==> config.mk <==
export PLATFORM = sky130hd
export DESIGN_NAME = tcc_top
export DESIGN_NICKNAME = d
export VERILOG_FILES = /design/src/tcc_pkg.sv /design/src/tcc_top.sv /design/src/tcc_sync.sv /design/src/tcc_chan_out.sv
export SDC_FILE = /design/constraint.sdc
export NUM_CORES = 1
export LEC_CHECK = 0
export BUFFER_PORTS_ARGS = -buffer_cell sky130_fd_sc_hd__buf_2
export CAP_MARGIN = 20
export CORE_AREA = 2 2 142 144
export DETAILED_ROUTE_END_ITERATION = 8
export DIE_AREA = 0 0 144 146
export PLACE_DENSITY = 0.62
export SYNTH_ARGS = -nofsm -noshare
export SYNTH_HDL_FRONTEND = slang
export SYNTH_SLANG_ARGS = --single-unit
export TNS_END_PERCENT = 20
==> constraint.sdc <==
create_clock -name aclk -period 2.9 [get_ports aclk]
set_input_delay 0.29 -clock aclk [delete_from_list [all_inputs] [get_ports aclk]]
set_output_delay 0.29 -clock aclk [all_outputs]
set_load 0.005 [all_outputs]
==> src/tcc_pkg.sv <==
// Constants, register map and carrier types for the timer channel pair block.
// Assumes a 32-bit AXI4-Lite register port and a single 250 MHz bus clock.
//
// What this block does
// - Select bits both zero: channel leaves its pin to port control.
// - Disconnected channel holds preset level: high if low mode bit 0, low if 1.
// - Enabled compare channel drives pin, starting from the preset internal level; capture leaves it undriven.
// - Mode 00 captures: 01 rising, 10 falling, 11 either edge.
// - Mode 01 unbuffered compare: 01 toggles, 10 clears, 11 sets on match.
// - Buffered mode bit set: buffered compare with the same match actions.
// - Toggle-at-wrap toggles compare output on overflow; no effect in capture; resets zero.
// - With toggle-at-wrap, overflow wins over a simultaneous compare match.
// - Toggle-at-wrap plus clear-on-compare plus full-duty force gives 100% duty.
// - Full-duty changes take effect in the PWM period after the write.
// - 100% duty is constant high for polarity 1; polarity 0 has no forced 100% duty.
// - 0% duty is constant low for polarity 1, high for polarity 0.
// - Value register holds capture or compare value; reset value undefined.
// - Capture mode: reading high byte blocks captures until low byte read.
// - Compare mode: writing high byte blocks matches until low byte written.
// - Reset clears both edge/level select bits of every channel.
// - Event flag sets on active capture edge or counter equal to value.
// - Flag clears only by read-as-set then write 0; new event keeps it.
// - Even channel buffered bit disables odd channel and frees its pin.
// - Overflow at modulo value; counter resumes from zero next timer clock.
package tcc_pkg;

    // Register byte offsets, one aligned word each
    localparam logic [7:0] TCC_OFS_COUNT     = 8'h00;
    localparam logic [7:0] TCC_OFS_MODULO    = 8'h04;
    localparam logic [7:0] TCC_OFS_CTRL0     = 8'h08;
    localparam logic [7:0] TCC_OFS_CTRL1     = 8'h0c;
    localparam logic [7:0] TCC_OFS_VAL0_HI   = 8'h10;
    localparam logic [7:0] TCC_OFS_VAL0_LO   = 8'h14;
    localparam logic [7:0] TCC_OFS_VAL1_HI   = 8'h18;
    localparam logic [7:0] TCC_OFS_VAL1_LO   = 8'h1c;

    // Channel control field positions
    localparam int TCC_BIT_FULL_DUTY = 0;
    localparam int TCC_BIT_TOGGLE    = 1;
    localparam int TCC_BIT_ELS_LO    = 2;
    localparam int TCC_BIT_ELS_HI    = 3;
    localparam int TCC_BIT_MODE_LO   = 4;
    localparam int TCC_BIT_MODE_HI   = 5;
    localparam int TCC_BIT_IRQ_EN    = 6;
    localparam int TCC_BIT_FLAG      = 7;

    // Reset values
    localparam logic [15:0] TCC_MODULO_RST = 16'hffff;
    localparam logic [15:0] TCC_COUNT_RST  = 16'h0000;

    // Response codes
    localparam logic [1:0] TCC_RESP_OKAY   = 2'b00;
    localparam logic [1:0] TCC_RESP_SLVERR = 2'b10;

    // Input synchroniser length
    localparam int TCC_SYNC_STAGES = 2;

    // One channel's control fields
    typedef struct packed {
        logic flag;
        logic irq_en;
        logic buffered_mode_sel;
        logic capture_or_compare_sel;
        logic edge_level_sel_hi;
        logic edge_level_sel_lo;
        logic toggle_at_wrap;
        logic full_duty_force;
    } tcc_ctrl_s;

    // Pin drive of one channel
    typedef struct packed {
        logic level;
        logic enable;
    } tcc_pin_s;

endpackage

==> src/tcc_top.sv <==
// Two-channel capture/compare pair with its counter and AXI4-Lite registers.
// Assumes pins arrive asynchronously; port mux outside uses pin enables.
//
// Decided for this implementation: the register addresses and the AXI4-Lite register port.
`timescale 1ns/1ns
module tcc_top
    import tcc_pkg::*;
#(
    parameter int NCH = 2
)(
    input  wire logic        aclk,
    input  wire logic        aresetn,
    input  wire logic [7:0]  s_axi_awaddr,
    input  wire logic        s_axi_awvalid,
    output logic             s_axi_awready,
    input  wire logic [31:0] s_axi_wdata,
    input  wire logic [3:0]  s_axi_wstrb,
    input  wire logic        s_axi_wvalid,
    output logic             s_axi_wready,
    output logic [1:0]       s_axi_bresp,
    output logic             s_axi_bvalid,
    input  wire logic        s_axi_bready,
    input  wire logic [7:0]  s_axi_araddr,
    input  wire logic        s_axi_arvalid,
    output logic             s_axi_arready,
    output logic [31:0]      s_axi_rdata,
    output logic [1:0]       s_axi_rresp,
    output logic             s_axi_rvalid,
    input  wire logic        s_axi_rready,
    input  wire logic [1:0]  channel_pin_in,
    output logic [1:0]       channel_pin_out,
    output logic [1:0]       channel_pin_oe,
    output logic [1:0]       channel_event_flag,
    output logic             counter_wrap_flag
);
    // Counter state
    logic [15:0] cnt_q, cnt_d;
    logic [15:0] mod_q, mod_d;
    logic        wrap, wrap_q;

    // Channel state
    tcc_ctrl_s   ctl_q [NCH];
    tcc_ctrl_s   ctl_d [NCH];
    logic [15:0] val_q [NCH];
    logic [15:0] val_d [NCH];
    logic [NCH-1:0] cap_blk_q, cap_blk_d;
    logic [NCH-1:0] cmp_blk_q, cmp_blk_d;
    logic [NCH-1:0] flag_seen_q, flag_seen_d;
    logic        buf_sel_q, buf_sel_d;

    // Bus state
    logic        aw_hold_q, aw_hold_d;
    logic        w_hold_q, w_hold_d;
    logic [7:0]  awa_q, awa_d;
    logic [31:0] wd_q, wd_d;
    logic        bv_q, bv_d;
    logic        bslv_q, bslv_d;
    logic        rv_q, rv_d;
    logic [31:0] rd_q, rd_d;
    logic        rslv_q, rslv_d;
    logic [1:0]  pout_q, pout_d;
    logic [1:0]  poe_q, poe_d;

    // Per-channel derived terms
    logic [NCH-1:0] connected, capture_mode, compare_mode, disabled_ch, cmp_sel;
    logic [NCH-1:0] cap_edge, match, lvl, sync_lvl, rise, fall;

    logic wr_go, rd_go;

    // Decode whether an address is a mapped register
    function automatic logic addr_ok(input logic [7:0] a);
        addr_ok = (a == TCC_OFS_COUNT) || (a == TCC_OFS_MODULO) ||
                  (a == TCC_OFS_CTRL0) || (a == TCC_OFS_CTRL1) ||
                  (a == TCC_OFS_VAL0_HI) || (a == TCC_OFS_VAL0_LO) ||
                  (a == TCC_OFS_VAL1_HI) || (a == TCC_OFS_VAL1_LO);
    endfunction

    assign wrap = (cnt_q == mod_q);

    always_comb begin
        cnt_d = wrap ? TCC_COUNT_RST : cnt_q + 16'h0001;
    end

    // Per-channel pin sync, mode decode and output state
    genvar g;
    generate
        for (g = 0; g < NCH; g++) begin : g_ch
            tcc_sync u_sync (
                .aclk    (aclk),
                .aresetn (aresetn),
                .pin_in  (channel_pin_in[g]),
                .level   (sync_lvl[g]),
                .rise    (rise[g]),
                .fall    (fall[g])
            );
            // odd channel disabled by even buffered bit
            if (g % 2 == 1) begin : g_odd
                assign disabled_ch[g] = ctl_q[g-1].buffered_mode_sel;
            end else begin : g_even
                assign disabled_ch[g] = 1'b0;
            end
            assign connected[g] = (ctl_q[g].edge_level_sel_hi | ctl_q[g].edge_level_sel_lo) & ~disabled_ch[g];
            assign capture_mode[g] = connected[g] & ~ctl_q[g].buffered_mode_sel & ~ctl_q[g].capture_or_compare_sel;
            assign compare_mode[g] = connected[g] & ~capture_mode[g];
            assign cmp_sel[g] = ctl_q[g].buffered_mode_sel | ctl_q[g].capture_or_compare_sel | disabled_ch[g];
            assign cap_edge[g] = capture_mode[g] &
                                 ((ctl_q[g].edge_level_sel_lo & rise[g]) | (ctl_q[g].edge_level_sel_hi & fall[g]));
            tcc_chan_out u_out (
                .aclk            (aclk),
                .aresetn         (aresetn),
                .connected       (connected[g]),
                .compare_mode    (compare_mode[g]),
                .preset_low      (ctl_q[g].capture_or_compare_sel),
                .els             ({ctl_q[g].edge_level_sel_hi, ctl_q[g].edge_level_sel_lo}),
                .toggle_at_wrap  (ctl_q[g].toggle_at_wrap),
                .full_duty_force (ctl_q[g].full_duty_force),
                .match           (match[g]),
                .wrap            (wrap),
                .level           (lvl[g])
            );
        end
    endgenerate

    // buffered compare source alternates per period
    always_comb begin
        buf_sel_d = buf_sel_q;
        if (ctl_q[0].buffered_mode_sel && wrap) begin
            buf_sel_d = ~buf_sel_q;
        end else if (!ctl_q[0].buffered_mode_sel) begin
            buf_sel_d = 1'b0;
        end
    end

    // matches suppressed while high byte pending
    always_comb begin
        for (int i = 0; i < NCH; i++) begin
            match[i] = compare_mode[i] && !cmp_blk_q[i] && (cnt_q == val_q[i]);
        end
        if (ctl_q[0].buffered_mode_sel) begin
            match[0] = compare_mode[0] && !cmp_blk_q[buf_sel_q] && (cnt_q == val_q[buf_sel_q]);
        end
    end

    // AXI4-Lite handshake and access decode
    assign wr_go = (aw_hold_q || s_axi_awvalid) && (w_hold_q || s_axi_wvalid) && !bv_q;
    assign rd_go = s_axi_arvalid && !rv_q;

    always_comb begin
        logic [7:0]  wa;
        logic [31:0] wdat;
        wa = aw_hold_q ? awa_q : s_axi_awaddr;
        wdat = w_hold_q ? wd_q : s_axi_wdata;
        aw_hold_d = aw_hold_q;
        w_hold_d  = w_hold_q;
        awa_d = awa_q;
        wd_d  = wd_q;
        bv_d  = bv_q && !s_axi_bready;
        bslv_d = bslv_q;
        rv_d  = rv_q && !s_axi_rready;
        rd_d  = rd_q;
        rslv_d = rslv_q;
        mod_d = mod_q;
        ctl_d = ctl_q;
        val_d = val_q;
        cap_blk_d = cap_blk_q;
        cmp_blk_d = cmp_blk_q;
        flag_seen_d = flag_seen_q;
        if (s_axi_awvalid && !aw_hold_q && !bv_q) begin
            aw_hold_d = 1'b1;
            awa_d = s_axi_awaddr;
        end
        if (s_axi_wvalid && !w_hold_q && !bv_q) begin
            w_hold_d = 1'b1;
            wd_d = s_axi_wdata;
        end
        // Register read with side effects
        if (rd_go) begin
            rv_d = 1'b1;
            rslv_d = !addr_ok(s_axi_araddr);
            rd_d = 32'h0000_0000;
            unique case (s_axi_araddr)
                TCC_OFS_COUNT:  rd_d[15:0] = cnt_q;
                TCC_OFS_MODULO: rd_d[15:0] = mod_q;
                TCC_OFS_CTRL0, TCC_OFS_CTRL1: begin
                    rd_d[7:0] = ctl_q[s_axi_araddr[2]];
                    flag_seen_d[s_axi_araddr[2]] = ctl_q[s_axi_araddr[2]].flag;
                end
                TCC_OFS_VAL0_HI, TCC_OFS_VAL1_HI: begin
                    rd_d[7:0] = val_q[s_axi_araddr[3]][15:8];
                    if (!cmp_sel[s_axi_araddr[3]]) begin
                        cap_blk_d[s_axi_araddr[3]] = 1'b1;
                    end
                end
                TCC_OFS_VAL0_LO, TCC_OFS_VAL1_LO: begin
                    rd_d[7:0] = val_q[s_axi_araddr[3]][7:0];
                    cap_blk_d[s_axi_araddr[3]] = 1'b0;
                end
                default: rd_d = 32'h0000_0000;
            endcase
        end
        // Register write with side effects
        if (wr_go) begin
            aw_hold_d = 1'b0;
            w_hold_d  = 1'b0;
            bv_d = 1'b1;
            bslv_d = !addr_ok(wa);
            if (s_axi_wstrb[0]) begin
                unique case (wa)
                    TCC_OFS_MODULO: mod_d[7:0] = wdat[7:0];
                    TCC_OFS_CTRL0, TCC_OFS_CTRL1: begin
                        // clear only after read-as-set; write 1 ignored
                        ctl_d[wa[2]] = tcc_ctrl_s'(wdat[7:0]);
                        ctl_d[wa[2]].flag = ctl_q[wa[2]].flag &
                                            (wdat[TCC_BIT_FLAG] | ~flag_seen_q[wa[2]]);
                        flag_seen_d[wa[2]] = 1'b0;
                        // Only even channels own a buffered bit
                        if (wa[2]) begin
                            ctl_d[1].buffered_mode_sel = 1'b0;
                        end
                        if (wa[2] && ctl_q[0].buffered_mode_sel) begin
                            ctl_d[1] = ctl_q[1];
                        end
                    end
                    TCC_OFS_VAL0_HI, TCC_OFS_VAL1_HI: begin
                        val_d[wa[3]][15:8] = wdat[7:0];
                        if (cmp_sel[wa[3]]) begin
                            cmp_blk_d[wa[3]] = 1'b1;
                        end
                    end
                    TCC_OFS_VAL0_LO, TCC_OFS_VAL1_LO: begin
                        val_d[wa[3]][7:0] = wdat[7:0];
                        cmp_blk_d[wa[3]] = 1'b0;
                    end
                    default: ;
                endcase
            end
            if (s_axi_wstrb[1] && wa == TCC_OFS_MODULO) begin
                mod_d[15:8] = wdat[15:8];
            end
        end
        // Hardware events; set wins over a clearing write
        for (int i = 0; i < NCH; i++) begin
            if (cap_edge[i] && !cap_blk_q[i]) begin
                val_d[i] = cnt_q;
            end
            if ((cap_edge[i] && !cap_blk_q[i]) || match[i]) begin
                ctl_d[i].flag = 1'b1;
                flag_seen_d[i] = 1'b0;
            end
        end
    end

    // Pin drive: compare-mode channel drives from preset level
    always_comb begin
        for (int i = 0; i < NCH; i++) begin
            pout_d[i] = lvl[i];
            poe_d[i]  = compare_mode[i];
        end
    end

    always_ff @(posedge aclk) begin
        val_q <= val_d;
    end

    always_ff @(posedge aclk) begin
        if (!aresetn) begin
            cnt_q <= TCC_COUNT_RST;
            mod_q <= TCC_MODULO_RST;
            for (int i = 0; i < NCH; i++) begin
                ctl_q[i] <= '0;
            end
            cap_blk_q <= '0;
            cmp_blk_q <= '0;
            flag_seen_q <= '0;
            buf_sel_q <= 1'b0;
            wrap_q <= 1'b0;
            aw_hold_q <= 1'b0;
            w_hold_q <= 1'b0;
            awa_q <= 8'h00;
            wd_q <= 32'h0000_0000;
            bv_q <= 1'b0;
            bslv_q <= 1'b0;
            rv_q <= 1'b0;
            rd_q <= 32'h0000_0000;
            rslv_q <= 1'b0;
            pout_q <= 2'b00;
            poe_q <= 2'b00;
        end else begin
            cnt_q <= cnt_d;
            mod_q <= mod_d;
            ctl_q <= ctl_d;
            cap_blk_q <= cap_blk_d;
            cmp_blk_q <= cmp_blk_d;
            flag_seen_q <= flag_seen_d;
            buf_sel_q <= buf_sel_d;
            wrap_q <= wrap;
            aw_hold_q <= aw_hold_d;
            w_hold_q <= w_hold_d;
            awa_q <= awa_d;
            wd_q <= wd_d;
            bv_q <= bv_d;
            bslv_q <= bslv_d;
            rv_q <= rv_d;
            rd_q <= rd_d;
            rslv_q <= rslv_d;
            pout_q <= pout_d;
            poe_q <= poe_d;
        end
    end

    // Outputs straight from flip-flops
    assign s_axi_awready = !aw_hold_q && !bv_q;
    assign s_axi_wready  = !w_hold_q && !bv_q;
    assign s_axi_bvalid  = bv_q;
    assign s_axi_bresp   = bslv_q ? TCC_RESP_SLVERR : TCC_RESP_OKAY;
    assign s_axi_arready = !rv_q;
    assign s_axi_rvalid  = rv_q;
    assign s_axi_rdata   = rd_q;
    assign s_axi_rresp   = rslv_q ? TCC_RESP_SLVERR : TCC_RESP_OKAY;
    assign channel_pin_out = pout_q;
    assign channel_pin_oe  = poe_q;
    assign channel_event_flag = {ctl_q[1].flag, ctl_q[0].flag};
    assign counter_wrap_flag = wrap_q;
endmodule

==> src/tcc_sync.sv <==
// Two-stage synchroniser with edge detect on the synchronised level.
// Assumes the input is asynchronous to aclk.
`timescale 1ns/1ns
module tcc_sync
    import tcc_pkg::*;
(
    input  wire logic aclk,
    input  wire logic aresetn,
    input  wire logic pin_in,
    output logic      level,
    output logic      rise,
    output logic      fall
);
    logic [TCC_SYNC_STAGES:0] sh_q;
    logic [TCC_SYNC_STAGES:0] sh_d;

    // Shift chain; stage 0 is read only by stage 1
    always_comb begin
        sh_d = {sh_q[TCC_SYNC_STAGES-1:0], pin_in};
    end

    always_ff @(posedge aclk) begin
        if (!aresetn) begin
            sh_q <= '0;
        end else begin
            sh_q <= sh_d;
        end
    end

    assign level = sh_q[TCC_SYNC_STAGES-1];
    assign rise  = sh_q[TCC_SYNC_STAGES-1] & ~sh_q[TCC_SYNC_STAGES];
    assign fall  = ~sh_q[TCC_SYNC_STAGES-1] & sh_q[TCC_SYNC_STAGES];
endmodule

==> src/tcc_chan_out.sv <==
// Output level state of one channel: match actions, wrap toggle, full duty.
// Assumes match and wrap are single-cycle strobes on aclk.
`timescale 1ns/1ns
module tcc_chan_out
    import tcc_pkg::*;
(
    input  wire logic aclk,
    input  wire logic aresetn,
    input  wire logic connected,
    input  wire logic compare_mode,
    input  wire logic preset_low,
    input  wire logic [1:0] els,
    input  wire logic toggle_at_wrap,
    input  wire logic full_duty_force,
    input  wire logic match,
    input  wire logic wrap,
    output logic      level
);
    logic lvl_q;
    logic lvl_d;
    logic force_q;
    logic force_d;

    always_comb begin
        lvl_d   = lvl_q;
        force_d = force_q;
        if (!connected) begin
            lvl_d = ~preset_low;
        end else if (compare_mode) begin
            if (wrap) begin
                force_d = full_duty_force & toggle_at_wrap & (els == 2'b10);
            end
            if (wrap && toggle_at_wrap) begin
                lvl_d = ~lvl_q;
            end else if (match && !force_q) begin
                // match actions; clear gives the low off level
                unique case (els)
                    2'b01:   lvl_d = ~lvl_q;
                    2'b10:   lvl_d = 1'b0;
                    2'b11:   lvl_d = 1'b1;
                    default: lvl_d = lvl_q;
                endcase
            end
            // forced full duty holds high at polarity 1
            if (force_d) begin
                lvl_d = 1'b1;
            end
        end
    end

    always_ff @(posedge aclk) begin
        if (!aresetn) begin
            lvl_q   <= 1'b1;
            force_q <= 1'b0;
        end else begin
            lvl_q   <= lvl_d;
            force_q <= force_d;
        end
    end

    assign level = lvl_q;
endmodule

==> metrics.txt <==
final WL=21.1 mm; deepest clock path buffer count=2; total grt overflow=0; Synth Register Bits=148; setup repair bufs after CTS=0; post-synthesis mux area share=0.105; total global-route track usage=0.205; clk_lat worst skew=about 0.43 ns; share of layout cells above drive strength 1=0.218; CTS tree=yes; fmax=413 MHz; DRC violations left=0; antenna violations before repair=0; Post-synth top cells=nand2_1 (137), dfxtp_1 (116), nor2_1 (80), a21oi_1 (51), clkbuf_1 (48); Layout area overhead=15.9%; Total Power=4880 uW; final hold violations=0; Leak Pwr=0.00333 uW; WP data arrival=2.74 ns; # IOs=109; share of the synthesized area in the top cell type=0.304; vias in the first global route=5925; pwr dens=550 nW/um^2; register area share after synthesis=0.429; HP Class=primary input to flip-flop; Sink Count=roughly 150; Top FF cell, synth=dfxtp_1; router iterations before antenna repair=5; Slew Limit Fails=0; port bufs=72; Synth Area in Compound Gates=0.134; final period utilization=0.834; critical path required time=~3.2 ns; maxcap violations=0; Reg clk slew, reported paths=0.06 ns; area leader, netlist=dfxtp_1; synth top area cells=dfxtp_1 (30%), edfxtp_1 (13%), nand2_1 (6.7%); vias per cell=5.23; crit path kind=flip-flop to flip-flop; syn avg cell area=9.03 sq um; worst slew pin tran=0.872 ns; clock root buffer=clkbuf_16; Worst VDD drop=398 uV; H-Tree Depth=4; yosys warns=0; crit path time final=2.42 ns; Worst slew margin=0.402; largest net degree at the start of global routing=46; CP Capture Type=flip-flop; Adder-Cell Fraction of Synth Area=0.00164; Total Nets Final=973; most common cell in the netlist=nand2_1; hold_buf cts=0; Crit Path Max Fanout=8; DR vias=a little over 6000; largest family of logic cells by synthesized area=simple AND/OR/NAND/NOR gates; CTS-repair resized insts=0; Yosys cell types=60; Rows=51; Setup crit start kind=flip-flop; Diodes inserted=0; core area=19300 sq um; DPL Wire Length=14.9 mm; Die Ht=approximately 150 microns; drt wl/cell=17.7 microns; xor and xnor area share after synthesis=0.0801; Synth Area in Simple Gates=0.186; Worst Skew=0.00962 ns; final setup fails=0; Starting Density=0.396; post-route ant nets=0; Async SR Flop Fraction=0; die width=144 microns; Post-Syn Area=between 7000 and 8000 sq um; EDFF count, synth=32; clock buffers created by TritonCTS=17; gpl congestion=about 0.86; final core utilization=0.459; first-pass GRT wire length=about 33 mm; Setup TNS=0 ns; Die ar.=around 21000 sq um; run status=finished clean; Post-Syn Instances=847; RSZ-0062 raised after global routing=false; number of DRC markers in iteration 0=471
==> path summary, 6_finish.rpt <==
kind,from,endpoint,slack (ns),cells after the start
max,cnt_q[8]$_SDFF_PP0_,g_ch[0].u_out.level$_SDFFE_PN1P_,0.48,7
min,s_axi_rready,s_axi_rvalid$_SDFF_PN0_,0.03,2
max reg2reg,cnt_q[8]$_SDFF_PP0_,g_ch[0].u_out.level$_SDFFE_PN1P_,0.48,7
min reg2reg,g_ch[0].u_sync.sh_q[0]$_SDFF_PN0_,g_ch[0].u_sync.sh_q[1]$_SDFF_PN0_,0.43,1
==> cell usage in the layout (no fill, tap or decap), types with 8 or more instances in the layout <==
cell | Yosys | layout
buf_2 | 4 | 72
and2_1 | 11 | 11
a311oi_1 | 8 | 8
a22oi_1 | 9 | 9
nor2_1 | 80 | 80
a21oi_1 | 51 | 51
xnor2_1 | 31 | 31
conb_1 | 1 | 18
nand2_1 | 137 | 137
nor4_1 | 12 | 11
o211ai_1 | 11 | 11
buf_4 | 23 | 39
mux2i_1 | 35 | 35
edfxtp_1 | 32 | 32
nor3_1 | 9 | 8
o21ai_0 | 38 | 38
inv_1 | 8 | 8
xor2_1 | 39 | 39
clkbuf_16 | 0 | 19
nand3_1 | 24 | 24
mux2_2 | 26 | 26
dfxtp_1 | 116 | 116
==> cells by family (layout without fill, tap and decap cells) <==
group	count (synthesis)	after routing
AO/OA/AOI/OAI	156	156
XOR/XNOR	70	70
adder cells (fa/ha/maj)	1	1
buffers and inverters	92	151
flip-flops	148	148
multiplexers	68	68
other	1	18
AND/OR/NAND/NOR	311	311
==> power breakdown <==
part / leakage [uW] / switching, uW / internal (uW)
clock: 0.000300 / 862 / 1370
sequential: 0.00124 / 32.7 / 2160
combinational: 0.00179 / 288 / 171
total: 0.00333 / 1180 / 3700
==> through the flow <==
step           worst slack [ns]  hold WS [ns]  std cells  instance area [sq um]
5_1_grt                   0.293        0.0465       1188                   8870
4_1_cts                   0.494        0.0250       1188                   8870
3_5_place_dp              0.253         0.422       1157                   8270
2_1_floorplan             0.273         0.389        864                   7710
3_3_place_gp              0.288         0.414       1157                   8270
6_report                  0.480        0.0326       1188                   8870
==> registers in the layout, indices dropped and copies added, names as in the netlist, 2 cells and up, named ones only <==
signal,cells
g_ch.u_out.force_q,2
flag_seen_q,2
channel_pin_out,2
channel_event_flag,2
val_q,32
mod_q,16
g_ch.u_out.level,2
ctl_q,14
s_axi_rdata,16
channel_pin_oe,2
wd_q,16
cnt_q,16
awa_q,8
g_ch.u_sync.sh_q,6
==> area by class of cell <==
cell class / instances / area (sq um)
clock inverters: 6 / 63.8
repair buffers: 111 / 653
flip-flops and latches: 148 / 3280
well taps: 265 / 332
clock buffers: 25 / 538
inverters: 9 / 33.8
fillers: 1853 / 10500
multi-input cells: 624 / 3960
==> per-layer routing <==
layer	vias to the layer above	routed length (microns)	track usage
li1	3038	-	-
met1	2904	9400	0.279
met2	231	9460	0.309
met3	44	1440	0.0448
met4	0	762	0.0985
met5	-	0	0
==> worst max-delay path, cell delays in order (launching register included) <==
cell and delay [ns]:
dfxtp_1 0.55, xor2_1 0.12, nor4_1 0.33, nand4_1 0.36
mux2i_1 0.36, o2111ai_1 0.18, and2_1 0.17, a211o_1 0.25
Power figures use the tool's default switching activity.
